### src/verilog/autoneg_pkg.sv
package autoneg_pkg;

    // Register indices; byte address is four times the index
    localparam logic [5:0] REG_CTRL = 6'h00;
    localparam logic [5:0] REG_STAT = 6'h01;
    localparam logic [5:0] REG_ADV  = 6'h04;
    localparam logic [5:0] REG_LPA  = 6'h05;
    localparam logic [5:0] REG_EXP  = 6'h06;
    localparam logic [5:0] REG_CONS = 6'h11;
    localparam logic [5:0] REG_RFLT = 6'h13;

    // Control field positions
    localparam int CTRL_RESTART_BIT = 9;
    localparam int CTRL_ENABLE_BIT  = 12;
    // Status field positions
    localparam int STAT_RFAULT_BIT   = 4;
    localparam int STAT_COMPLETE_BIT = 5;
    // Ability word field positions
    localparam int TECH_LSB        = 5;
    localparam int TECH_W          = 5;
    localparam int ABIL_RFAULT_BIT = 13;
    // Expansion field positions
    localparam int EXP_LPCAP_BIT   = 0;
    localparam int EXP_PDFAULT_BIT = 4;
    // Consolidated status field positions
    localparam int CONS_RATE_BIT     = 15;
    localparam int CONS_DUPLEX_BIT   = 14;
    localparam int CONS_PROG_LSB     = 11;
    localparam int CONS_COMPLETE_BIT = 4;
    localparam int CONS_NOSIG_BIT    = 3;
    localparam int CONS_RFAULT_BIT   = 1;
    // Remote fault register field position
    localparam int RFLT_BIT = 13;

    // Technology field bit indices
    localparam int T_10HD  = 0;
    localparam int T_10FD  = 1;
    localparam int T_100HD = 2;
    localparam int T_100FD = 3;
    localparam int T_T4    = 4;

    // Reset values
    localparam logic [15:0] ADV_RESET   = 16'h01E1;
    localparam logic        ENABLE_RESET = 1'b1;
    localparam logic [4:0]  SELECTOR    = 5'h01;

    // Burst spacing and retries before parallel detection
    localparam int CLK_MHZ          = 100;
    localparam int BURST_GAP_US     = 16000;
    localparam int BURST_GAP_CYCLES = BURST_GAP_US * CLK_MHZ;
    localparam int PD_MIN_BURSTS    = 1;

    // Selected technology towards the transceiver modules
    typedef struct packed {
        logic en_100tx;
        logic en_10t;
        logic full_duplex;
    } tech_sel_type;

endpackage

### src/verilog/tech_resolver.sv
`timescale 1ns/10ps
`default_nettype none

module tech_resolver (
    input  wire logic [4:0]                 adv_tech,
    input  wire logic [4:0]                 lpa_tech,
    output autoneg_pkg::tech_sel_type       sel,
    output logic                            sel_valid
);

    logic [4:0] common;

    // Common abilities only
    assign common = adv_tech & lpa_tech;

    // Fixed priority walk, four-lane technology never chosen
    always_comb begin
        sel       = '0;
        sel_valid = 1'b1;
        if (common[autoneg_pkg::T_100FD]) begin
            sel.en_100tx    = 1'b1;
            sel.full_duplex = 1'b1;
        end else if (common[autoneg_pkg::T_100HD]) begin
            sel.en_100tx = 1'b1;
        end else if (common[autoneg_pkg::T_10FD]) begin
            sel.en_10t      = 1'b1;
            sel.full_duplex = 1'b1;
        end else if (common[autoneg_pkg::T_10HD]) begin
            sel.en_10t = 1'b1;
        end else begin
            sel_valid = 1'b0;
        end
    end

endmodule // tech_resolver

`default_nettype wire

### src/verilog/link_autoneg_arbiter.sv
`timescale 1ns/10ps
`default_nettype none

module link_autoneg_arbiter #(
    parameter int BURST_GAP = autoneg_pkg::BURST_GAP_CYCLES,
    parameter int PD_BURSTS = autoneg_pkg::PD_MIN_BURSTS
) (
    input  wire logic                  ref_clk,
    input  wire logic                  arst_n,
    input  wire logic [7:0]            address,
    input  wire logic                  read,
    input  wire logic                  write,
    input  wire logic [31:0]           writedata,
    output logic [31:0]                readdata,
    output logic                       waitrequest,
    input  wire logic                  rx_flp_valid,
    input  wire logic [15:0]           rx_flp_word,
    input  wire logic                  rx_nlp_seen,
    input  wire logic                  rx_idle_seen,
    input  wire logic                  rx_signal_present,
    input  wire logic                  link_fail,
    output logic                       tx_burst,
    output logic [15:0]                tx_word,
    output autoneg_pkg::tech_sel_type  tech_on
);

    typedef enum logic [2:0] {
        st_idle,
        st_ability,
        st_ack,
        st_complete,
        st_fault
    } state_type;

    state_type                 state_r;
    logic                      ack_r;
    logic [31:0]               readdata_r;
    logic                      an_en_r;
    logic [15:0]               adv_r;
    logic [15:0]               lpa_r;
    logic                      lp_cap_r;
    logic                      pd_fault_r;
    logic                      complete_r;
    logic                      nosig_r;
    logic                      rfault_r;
    logic [3:0]                prog_r;
    logic [31:0]               gap_r;
    logic [7:0]                bursts_r;
    logic                      tx_burst_r;
    logic [15:0]               tx_word_r;
    autoneg_pkg::tech_sel_type tech_r;
    autoneg_pkg::tech_sel_type res_sel;
    logic                      res_valid;
    logic [5:0]                idx;
    logic                      acc_wr;
    logic                      acc_rd;
    logic                      restart;
    logic                      en_wr_val;
    logic                      pd_go;
    logic [15:0]               pd_word;

    // Number of concurrent indications
    function automatic logic [1:0] count3(input logic a, input logic b,
                                          input logic c);
        count3 = {1'b0, a} + {1'b0, b} + {1'b0, c};
    endfunction

    // Progress code of an arbiter state
    function automatic logic [3:0] prog_code(input state_type s);
        case (s)
            st_idle:     prog_code = 4'h0;
            st_ability:  prog_code = 4'h1;
            st_ack:      prog_code = 4'h2;
            st_fault:    prog_code = 4'h8;
            st_complete: prog_code = 4'hF;
            default:     prog_code = 4'h0;
        endcase
    endfunction

    tech_resolver u_res (
        .adv_tech  (adv_r[autoneg_pkg::TECH_LSB +: autoneg_pkg::TECH_W]),
        .lpa_tech  (lpa_r[autoneg_pkg::TECH_LSB +: autoneg_pkg::TECH_W]),
        .sel       (res_sel),
        .sel_valid (res_valid)
    );

    // Bus decode, one wait cycle per access
    assign idx         = address[7:2];
    assign waitrequest = (read | write) & ~ack_r;
    assign acc_wr      = write & ack_r;
    assign acc_rd      = read & ack_r;
    assign readdata    = readdata_r;
    assign en_wr_val   = writedata[autoneg_pkg::CTRL_ENABLE_BIT];

    // Restart sources
    always_comb begin
        restart = 1'b0;
        if (acc_wr && idx == autoneg_pkg::REG_CTRL) begin
            if (writedata[autoneg_pkg::CTRL_RESTART_BIT]) begin
                restart = 1'b1;
            end else if (en_wr_val && !an_en_r) begin
                restart = 1'b1;
            end
        end
        if (link_fail && state_r == st_complete) begin
            restart = 1'b1;
        end
    end

    // Parallel detection word and trigger
    always_comb begin
        pd_word = {11'h000, autoneg_pkg::SELECTOR};
        if (rx_idle_seen) begin
            pd_word[autoneg_pkg::TECH_LSB + autoneg_pkg::T_100HD] = 1'b1;
        end else begin
            pd_word[autoneg_pkg::TECH_LSB + autoneg_pkg::T_10HD] = 1'b1;
        end
        pd_go = (bursts_r >= PD_BURSTS[7:0]) && !rx_flp_valid;
    end

    // Access acknowledge
    always_ff @(posedge ref_clk or negedge arst_n) begin
        if (!arst_n) begin
            ack_r <= 1'b0;
        end else begin
            ack_r <= (read | write) & ~ack_r;
        end
    end

    // Read data captured before side effects of the read
    always_ff @(posedge ref_clk or negedge arst_n) begin
        if (!arst_n) begin
            readdata_r <= 32'h0000_0000;
        end else if (read && !ack_r) begin
            readdata_r <= 32'h0000_0000;
            if (idx == autoneg_pkg::REG_CTRL) begin
                readdata_r[autoneg_pkg::CTRL_ENABLE_BIT] <= an_en_r;
            end else if (idx == autoneg_pkg::REG_STAT) begin
                readdata_r[autoneg_pkg::STAT_COMPLETE_BIT] <= complete_r;
                readdata_r[autoneg_pkg::STAT_RFAULT_BIT] <= rfault_r;
            end else if (idx == autoneg_pkg::REG_ADV) begin
                readdata_r[15:0] <= adv_r;
            end else if (idx == autoneg_pkg::REG_LPA) begin
                readdata_r[15:0] <= lpa_r;
            end else if (idx == autoneg_pkg::REG_EXP) begin
                readdata_r[autoneg_pkg::EXP_LPCAP_BIT] <= lp_cap_r;
                readdata_r[autoneg_pkg::EXP_PDFAULT_BIT] <= pd_fault_r;
            end else if (idx == autoneg_pkg::REG_CONS) begin
                readdata_r[autoneg_pkg::CONS_RATE_BIT] <= tech_r.en_100tx;
                readdata_r[autoneg_pkg::CONS_DUPLEX_BIT] <=
                    tech_r.full_duplex;
                readdata_r[autoneg_pkg::CONS_PROG_LSB +: 3] <= prog_r[2:0];
                readdata_r[autoneg_pkg::CONS_COMPLETE_BIT] <=
                    prog_r[3] | complete_r;
                readdata_r[autoneg_pkg::CONS_NOSIG_BIT] <= nosig_r;
                readdata_r[autoneg_pkg::CONS_RFAULT_BIT] <= rfault_r;
            end else if (idx == autoneg_pkg::REG_RFLT) begin
                readdata_r[autoneg_pkg::RFLT_BIT] <= rfault_r;
            end
        end
    end

    // Enable and advertisement registers
    always_ff @(posedge ref_clk or negedge arst_n) begin
        if (!arst_n) begin
            an_en_r <= autoneg_pkg::ENABLE_RESET;
            adv_r   <= autoneg_pkg::ADV_RESET;
        end else if (acc_wr) begin
            if (idx == autoneg_pkg::REG_CTRL) begin
                an_en_r <= en_wr_val;
            end else if (idx == autoneg_pkg::REG_ADV) begin
                adv_r <= writedata[15:0];
            end
        end
    end

    // Arbitration state machine
    always_ff @(posedge ref_clk or negedge arst_n) begin
        if (!arst_n) begin
            state_r <= st_idle;
        end else if (!an_en_r) begin
            state_r <= st_idle;
        end else if (restart) begin
            state_r <= st_ability;
        end else begin
            case (state_r)
                st_idle: begin
                    state_r <= st_ability;
                end
                st_ability: begin
                    if (count3(rx_flp_valid, rx_nlp_seen, rx_idle_seen)
                        > 2'd1) begin
                        state_r <= st_fault;
                    end else if (rx_flp_valid) begin
                        state_r <= st_ack;
                    end else if (pd_go && (rx_nlp_seen || rx_idle_seen)) begin
                        state_r <= st_complete;
                    end
                end
                st_ack: begin
                    if (res_valid) begin
                        state_r <= st_complete;
                    end else begin
                        state_r <= st_fault;
                    end
                end
                st_complete: begin
                    state_r <= st_complete;
                end
                st_fault: begin
                    state_r <= st_fault;
                end
                default: begin
                    state_r <= st_idle;
                end
            endcase
        end
    end

    // Burst pacing while in ability detection
    always_ff @(posedge ref_clk or negedge arst_n) begin
        if (!arst_n) begin
            gap_r      <= 32'h0000_0000;
            bursts_r   <= 8'h00;
            tx_burst_r <= 1'b0;
            tx_word_r  <= 16'h0000;
        end else begin
            tx_burst_r <= 1'b0;
            if (!an_en_r || state_r != st_ability || restart) begin
                gap_r    <= 32'h0000_0000;
                bursts_r <= 8'h00;
            end else if (gap_r == 32'h0000_0000) begin
                gap_r      <= BURST_GAP[31:0] - 32'h0000_0001;
                tx_burst_r <= 1'b1;
                tx_word_r  <= adv_r;
                if (bursts_r != 8'hFF) begin
                    bursts_r <= bursts_r + 8'h01;
                end
            end else begin
                gap_r <= gap_r - 32'h0000_0001;
            end
        end
    end

    // Partner ability and expansion bits
    always_ff @(posedge ref_clk or negedge arst_n) begin
        if (!arst_n) begin
            lpa_r      <= 16'h0000;
            lp_cap_r   <= 1'b0;
            pd_fault_r <= 1'b0;
        end else if (an_en_r && state_r == st_ability && !restart) begin
            if (count3(rx_flp_valid, rx_nlp_seen, rx_idle_seen) > 2'd1) begin
                pd_fault_r <= 1'b1;
            end else if (rx_flp_valid) begin
                lpa_r    <= rx_flp_word;
                lp_cap_r <= 1'b1;
            end else if (pd_go && rx_nlp_seen) begin
                lpa_r    <= pd_word;
                lp_cap_r <= 1'b0;
            end else if (pd_go && rx_idle_seen) begin
                lpa_r    <= pd_word;
                lp_cap_r <= 1'b0;
            end
        end else if (an_en_r && restart) begin
            pd_fault_r <= 1'b0;
        end
    end

    // Completion flag and selected technology
    always_ff @(posedge ref_clk or negedge arst_n) begin
        if (!arst_n) begin
            complete_r <= 1'b0;
            tech_r     <= '0;
        end else if (!an_en_r) begin
            complete_r <= complete_r;
        end else if (restart) begin
            complete_r <= 1'b0;
            tech_r     <= '0;
        end else if (state_r == st_ack && res_valid) begin
            complete_r <= 1'b1;
            tech_r     <= res_sel;
        end else if (state_r == st_ability && pd_go &&
                     count3(rx_flp_valid, rx_nlp_seen, rx_idle_seen)
                     == 2'd1) begin
            complete_r         <= 1'b1;
            tech_r.en_100tx    <= rx_idle_seen;
            tech_r.en_10t      <= rx_nlp_seen;
            tech_r.full_duplex <= 1'b0;
        end else if (state_r == st_fault) begin
            tech_r <= '0;
        end
    end

    // Signal absence and remote fault
    always_ff @(posedge ref_clk or negedge arst_n) begin
        if (!arst_n) begin
            nosig_r  <= 1'b0;
            rfault_r <= 1'b0;
        end else begin
            nosig_r <= ~rx_signal_present;
            if (an_en_r && rx_flp_valid &&
                rx_flp_word[autoneg_pkg::ABIL_RFAULT_BIT]) begin
                rfault_r <= 1'b1;
            end else if (restart) begin
                rfault_r <= 1'b0;
            end
        end
    end

    // Progress monitor: latch higher codes, read latches present
    always_ff @(posedge ref_clk or negedge arst_n) begin
        if (!arst_n) begin
            prog_r <= 4'h0;
        end else if (acc_rd && idx == autoneg_pkg::REG_CONS) begin
            prog_r <= prog_code(state_r);
        end else if (prog_code(state_r) > prog_r) begin
            prog_r <= prog_code(state_r);
        end
    end

    // Registered outputs
    assign tx_burst = tx_burst_r;
    assign tx_word  = tx_word_r;
    assign tech_on  = tech_r;

endmodule // link_autoneg_arbiter

`default_nettype wire

### config.mk
export PLATFORM = sky130hd
export DESIGN_NAME = link_autoneg_arbiter
export DESIGN_NICKNAME = d
export VERILOG_FILES = /design/src/verilog/autoneg_pkg.sv /design/src/verilog/tech_resolver.sv /design/src/verilog/link_autoneg_arbiter.sv
export SDC_FILE = /design/constraint.sdc
export NUM_CORES = 1
export LEC_CHECK = 0
export ABC_CLOCK_PERIOD_IN_PS = 3000
export BUFFER_PORTS_ARGS = -buffer_cell sky130_fd_sc_hd__clkbuf_2
export CORE_ASPECT_RATIO = 0.5
export CORE_MARGIN = 1.5
export CORE_UTILIZATION = 57
export CTS_BUF_LIST = sky130_fd_sc_hd__clkbuf_4 sky130_fd_sc_hd__clkbuf_8
export DETAILED_ROUTE_END_ITERATION = 8
export HOLD_SLACK_MARGIN = 0.15
export PLACE_DENSITY = 0.85
export RECOVER_POWER = 100
export SKIP_LAST_GASP = 1
export SLEW_MARGIN = 10
export SYNTH_ARGS = -nofsm -noshare
export SYNTH_HDL_FRONTEND = slang
export SYNTH_SLANG_ARGS = --single-unit
export TNS_END_PERCENT = 10
### constraint.sdc
create_clock -name ref_clk -period 3 [get_ports ref_clk]
set_input_delay 0.75 -clock ref_clk [delete_from_list [all_inputs] [get_ports ref_clk]]
set_output_delay 0.75 -clock ref_clk [all_outputs]
set_load 0.03 [all_outputs]
### Yosys cells after proc, flatten, opt, wreduce, memory -nomap -nowiden

Index checks and enable logic that the tools add are counted.

* $add $sub $neg: 4
* $lt $le $gt $ge: 3
* equality and inequality tests: 15
* multiplexer cells: 75
* bitwise gates (word level): 11
* reductions and logical operators: 43

Operators by type and width (count)
* $mux W16: 4
* $mux W32: 2
* $mux W1: 37
* $mux W3: 11
* $logic_not A32 Y1: 1
* $sub A32 B1 Y32 const B: 1
* $mux W8: 3
* $eq A6 B3 Y1 const B: 3
* $logic_and A1 B1 Y1: 17
* $mux W4: 4
* $pmux W4 S4: 1
* $pmux W3 S5: 1
* $mux W2: 7
* $eq A6 B5 Y1 const B: 2
* $mux W12: 1
* $reduce_and A2 Y1: 6
* $mux W10: 1
* $mux W5: 2
* $reduce_bool A2 Y1: 5
* $add A8 B1 Y8 const B: 1
* $ge A8 B1 Y1 const B: 1
* $ne A8 B8 Y1 const B: 1
* $eq A3 B2 Y1 const B: 2
* $eq A6 B1 Y1 const B: 1
* 22 further kinds: 36

* register bits: 122
* input port bits: 65
* output and inout bits: 53
* logic and storage cells: 170

### Depth between registers and ports, before layout

* depth after elaboration: 10
* mapped depth: 9
* mapped depth without buffers: 9

### Hierarchy

From an unflattened synthesis, not the netlist that was laid out.

* cells, all modules: 570
* area total of the unflattened synthesis: 6070.8 um^2

Modules (own cells, without submodules)
* link_autoneg_arbiter: times used 1, cells each 564, area each 6023.3 um^2, seq. area each 3060.4 um^2
* tech_resolver: times used 1, cells each 6, area each 47.5 um^2, seq. area each 0.0 um^2

### Least setup slack after synthesis

Ideal clock, no wire load.

* kind: input port to flip-flop
* start point: input port address[5]
* end point: register adv_r[10]
* setup time: 125 ps
* arrival: 2657 ps
* required time: 2875 ps
* setup slack: 218 ps
* cell stages on the path: 6
* buffers on the path: 2
* cells stage by stage: or3b_2 > nor4_1 > and3_1 > buf_2 > buf_4 > mux2_2

* cells in the longest elaborated chain, start to end: 3
* elaborated cells on any way between the ends: 4
* classes of those cells: eq/ne: 1; bitwise: 1; reduce/logical: 2

Ends and longest elaborated chain
* from (decl): RTL line link_autoneg_arbiter.sv:10 `input wire logic [7:0] address,`
* $logic_not A6 Y1: RTL line link_autoneg_arbiter.sv:169 `if (idx == autoneg_pkg::REG_CTRL) begin`
* $not A1 Y1 (no line)
* $reduce_and A3 Y1 (no line) (*)
* to (signal assigned): RTL line link_autoneg_arbiter.sv:167 `adv_r <= autoneg_pkg::ADV_RESET;`
* to (signal assigned): RTL line link_autoneg_arbiter.sv:172 `adv_r <= writedata[15:0];`
* to (decl): RTL line link_autoneg_arbiter.sv:39 `logic [15:0] adv_r;`

Mark *: on every way between the ends. The rest lies on a longest branch, timed or not.
A chain may end at the register's enable or synchronous reset.

### Final worst setup path

* start point: register gap_r[4]
* end point: register tx_word_r[13] (netlist: tx_word[13])

* cells in the longest elaborated chain, start to end: 2

Ends and longest elaborated chain
* from (decl): RTL line link_autoneg_arbiter.sv:47 `logic [31:0] gap_r;`
* from (signal assigned): RTL line link_autoneg_arbiter.sv:233 `gap_r <= BURST_GAP[31:0] - 32'h0000_0001;`
* from (signal assigned): RTL line link_autoneg_arbiter.sv:240 `gap_r <= gap_r - 32'h0000_0001;`
* $logic_not A32 Y1: RTL line link_autoneg_arbiter.sv:232 `end else if (gap_r == 32'h0000_0000) begin`
* $reduce_and A2 Y1 (no line)
* to (signal assigned): RTL line link_autoneg_arbiter.sv:235 `tx_word_r <= adv_r;`
* to (decl): RTL line link_autoneg_arbiter.sv:50 `logic [15:0] tx_word_r;`

No other way between the ends.

==> results.toml <==
[routing]
via_per_inst = 5.81
wirelength_mm = 13.5
drt-initial-drc-count = 309
route.vias.total = 4620
wl_per_cell_um = 17.0
remaining_drc_errors = 0
firstDrtPassIters = 6
drtAntennaViolNets = 0

[power_and_ir_drop]
switchingPower_w = 0.000982
clockPowerShare = 0.408
p_sw_frac = 0.260
p_leak_nw = 3.42
p_total_w = 0.00378
seq_power_share = 0.469
peakVddDrop_mv = 0.202
powerDensity_mw_per_mm2 = 552
p_comb_frac = 0.122
p_int_w = 0.00280

[timing]
fin_crit_sh = 0.938
tightest_slew_ns = 1.30
fin_crit_ns = 2.81
worst_slew_margin_rel = 0.135
hold_viol = 0
slew_violations = 0
fin_hold_ws_ns = 0.450
rsz0062_at_grt = "false"
finClkSkew_ns = 0.0109
setup_violations = 0
setup_tns_ns = 0
fmax_ghz = 0.355

[clock_network]
cts_resized = 0
cts_tree = "yes"
cts_setup_buffers = 0
numCtsBuffers = 17
holdBufCountCts = 0
htreeDepth = 4
worstSkewPairLatency_ns = 0.44
cts.clk_slew.worst_paths_ns = 0.07
cts.sinks = 122
ctsRootBufferMaster = "clkbuf_8"
clockBufferDepth = 2

[synth]
synth_largest_area_cell = "dfrtp_1"
ys_types = 63
ys_seq_area_frac = 0.514
synth_top_area_frac = 0.488
synth-edff-count = 0
synthTopCellsByCount = "dfrtp_1 (116), nor2_1 (58), nand2_1 (31)"
synthCells = 549
synth_seq_cells = 122
synthMostInstantiatedCell = "dfrtp_1"
synth.area.top_cells = "dfrtp_1 (49%), mux2_2 (4.9%), xnor2_1 (3.7%)"
syn_area_mm2 = 0.00595
yosysWarnings = 0
avgSynthCellArea_um2 = 10.8
async_flop_share = 1.00
synthFlopType = "dfrtp_1"

[placed_design]
dp_hpwl_mm = 9.31
port_buffers = 83
place_congestion = 0.946

[layout]
antennaDiodeCount = 0
fin_nets = 718
area_growth_pct = 15.2
layout-drive-gt1-share = 0.211
multi_input_area_mm2 = 0.00264
fillers = 756
final-seq-area_mm2 = 0.00306

[floorplanning]
start_util = 0.584
die_h_um = 75.2
io_pins = 118
coreArea_mm2 = 0.0102
die-area_mm2 = 0.0111
die-width_um = 147
row_count = 26

[setup_path]
cp.required_ns = 3.33
worstSetupPathType = "register to register"
cp.arrival_ns = 3.14
worst-path-max-fanout = 16
end_kind = "register"
start_kind = "register"

[global_routing]
grt_pass1_vias = 4624
grt_pass1_wl_mm = 22.2
overflow = 0
grt_antenna_before_repair = 0
track_usage = 0.259
grt_max_degree = 64

[flow_run]
drv_cap = 0

[run_status]
outcome = "complete, no violations"

[hold_path]
hold_class = "input port to register"
## final timing paths
check | start | to | cells after the start | slack (ns)
setup / recovery | gap_r[4] | tx_word[13] | 5 | 0.19
hold / removal | rx_signal_present | nosig_r | 2 | 0.45
setup reg to reg | gap_r[4] | tx_word[13] | 5 | 0.19
hold reg to reg | readdata[5] | readdata[5] | 2 | 0.49
max in group asynchronous | arst_n | gap_r[31] | 2 | 0.83
min in group asynchronous | arst_n | readdata[2] | 1 | 0.57
## per-layer routing
layer  part of all wire  track usage  vias to the layer above
met1               0.43        0.314                     2278
met3              0.057       0.0655                       30
met5                  0            0                        -
li1                   -            -                     2159
met2               0.49        0.451                      153
met4              0.022        0.122                        0
## cell families (layout without fill, tap and decap cells)
family | after synthesis | after routing | share of synthesized area
AND/OR/NAND/NOR | 190 | 190 | 0.172
flip-flops | 122 | 122 | 0.514
AO/OA/AOI/OAI | 95 | 95 | 0.114
buffers and inverters | 60 | 151 | 0.0503
multiplexers | 41 | 41 | 0.0829
XOR/XNOR | 31 | 31 | 0.0456
adder cells (fa/ha/maj) | 9 | 9 | 0.0202
other | 1 | 16 | 0.000630
## worst max-delay path, cell delays in order (launching register included)
cell and delay (ns):
dfrtp_1 0.42, or4_1 0.61, or4b_1 0.67, nor4_4 0.35, nand2_4 0.26, mux2_4 0.37
## per-stage QoR
| stage | worst slack (ns) | cell area [um^2] | utilization | std cells |
|---|---|---|---|---|
| 6_report | 0.185 | 6850 | 0.673 | 795 |
| 5_1_grt | 0.130 | 6850 | 0.673 | 795 |
| 4_1_cts | 0.342 | 6950 | 0.683 | 795 |
| 3_5_place_dp | 0.310 | 6530 | 0.642 | 765 |
| 3_3_place_gp | 0.337 | 6530 | 0.642 | 765 |
| 2_1_floorplan | 0.218 | 6010 | - | 564 |
## registers in the layout (all words and copies together) (netlist names)
signal	count
adv_r	16
tx_burst	1
ack_r	1
state_r	3
tech_on	3
readdata	16
pd_fault_r	1
lpa_r	16
prog_r	4
bursts_r	8
lp_cap_r	1
tx_word	16
an_en_r	1
complete_r	1
nosig_r	1
rfault_r	1
gap_r	32
## area by class of cell
cell class              instances  area share
clock inverters                 7      0.0168
flip-flops and latches        122       0.447
well taps                     140      0.0256
clock buffers                  23      0.0444
inverters                      20      0.0110
multi-input cells             382       0.385
repair buffers                101      0.0708
## placed cells by master, fill, tap and decap left out, types with 20 or more instances in the layout
cell type	instances
a21oi_1	21
nand2_1	31
clkbuf_1	42
clkbuf_8	21
dfrtp_1	116
mux2_2	26
nor2_1	58
inv_1	20
xnor2_1	25
clkbuf_2	46
## power by group through the flow
stage                     clock network (W)  logic (W)  registers (W)
after floorplan                           0   0.000301        0.00183
after global placement                    0   0.000462        0.00180
after detailed placement                  0   0.000473        0.00180
after CTS                           0.00156   0.000480        0.00177
after global routing                0.00163   0.000510        0.00178
final                               0.00155   0.000463        0.00178
Note: power is estimated with default switching activity, not from simulation.
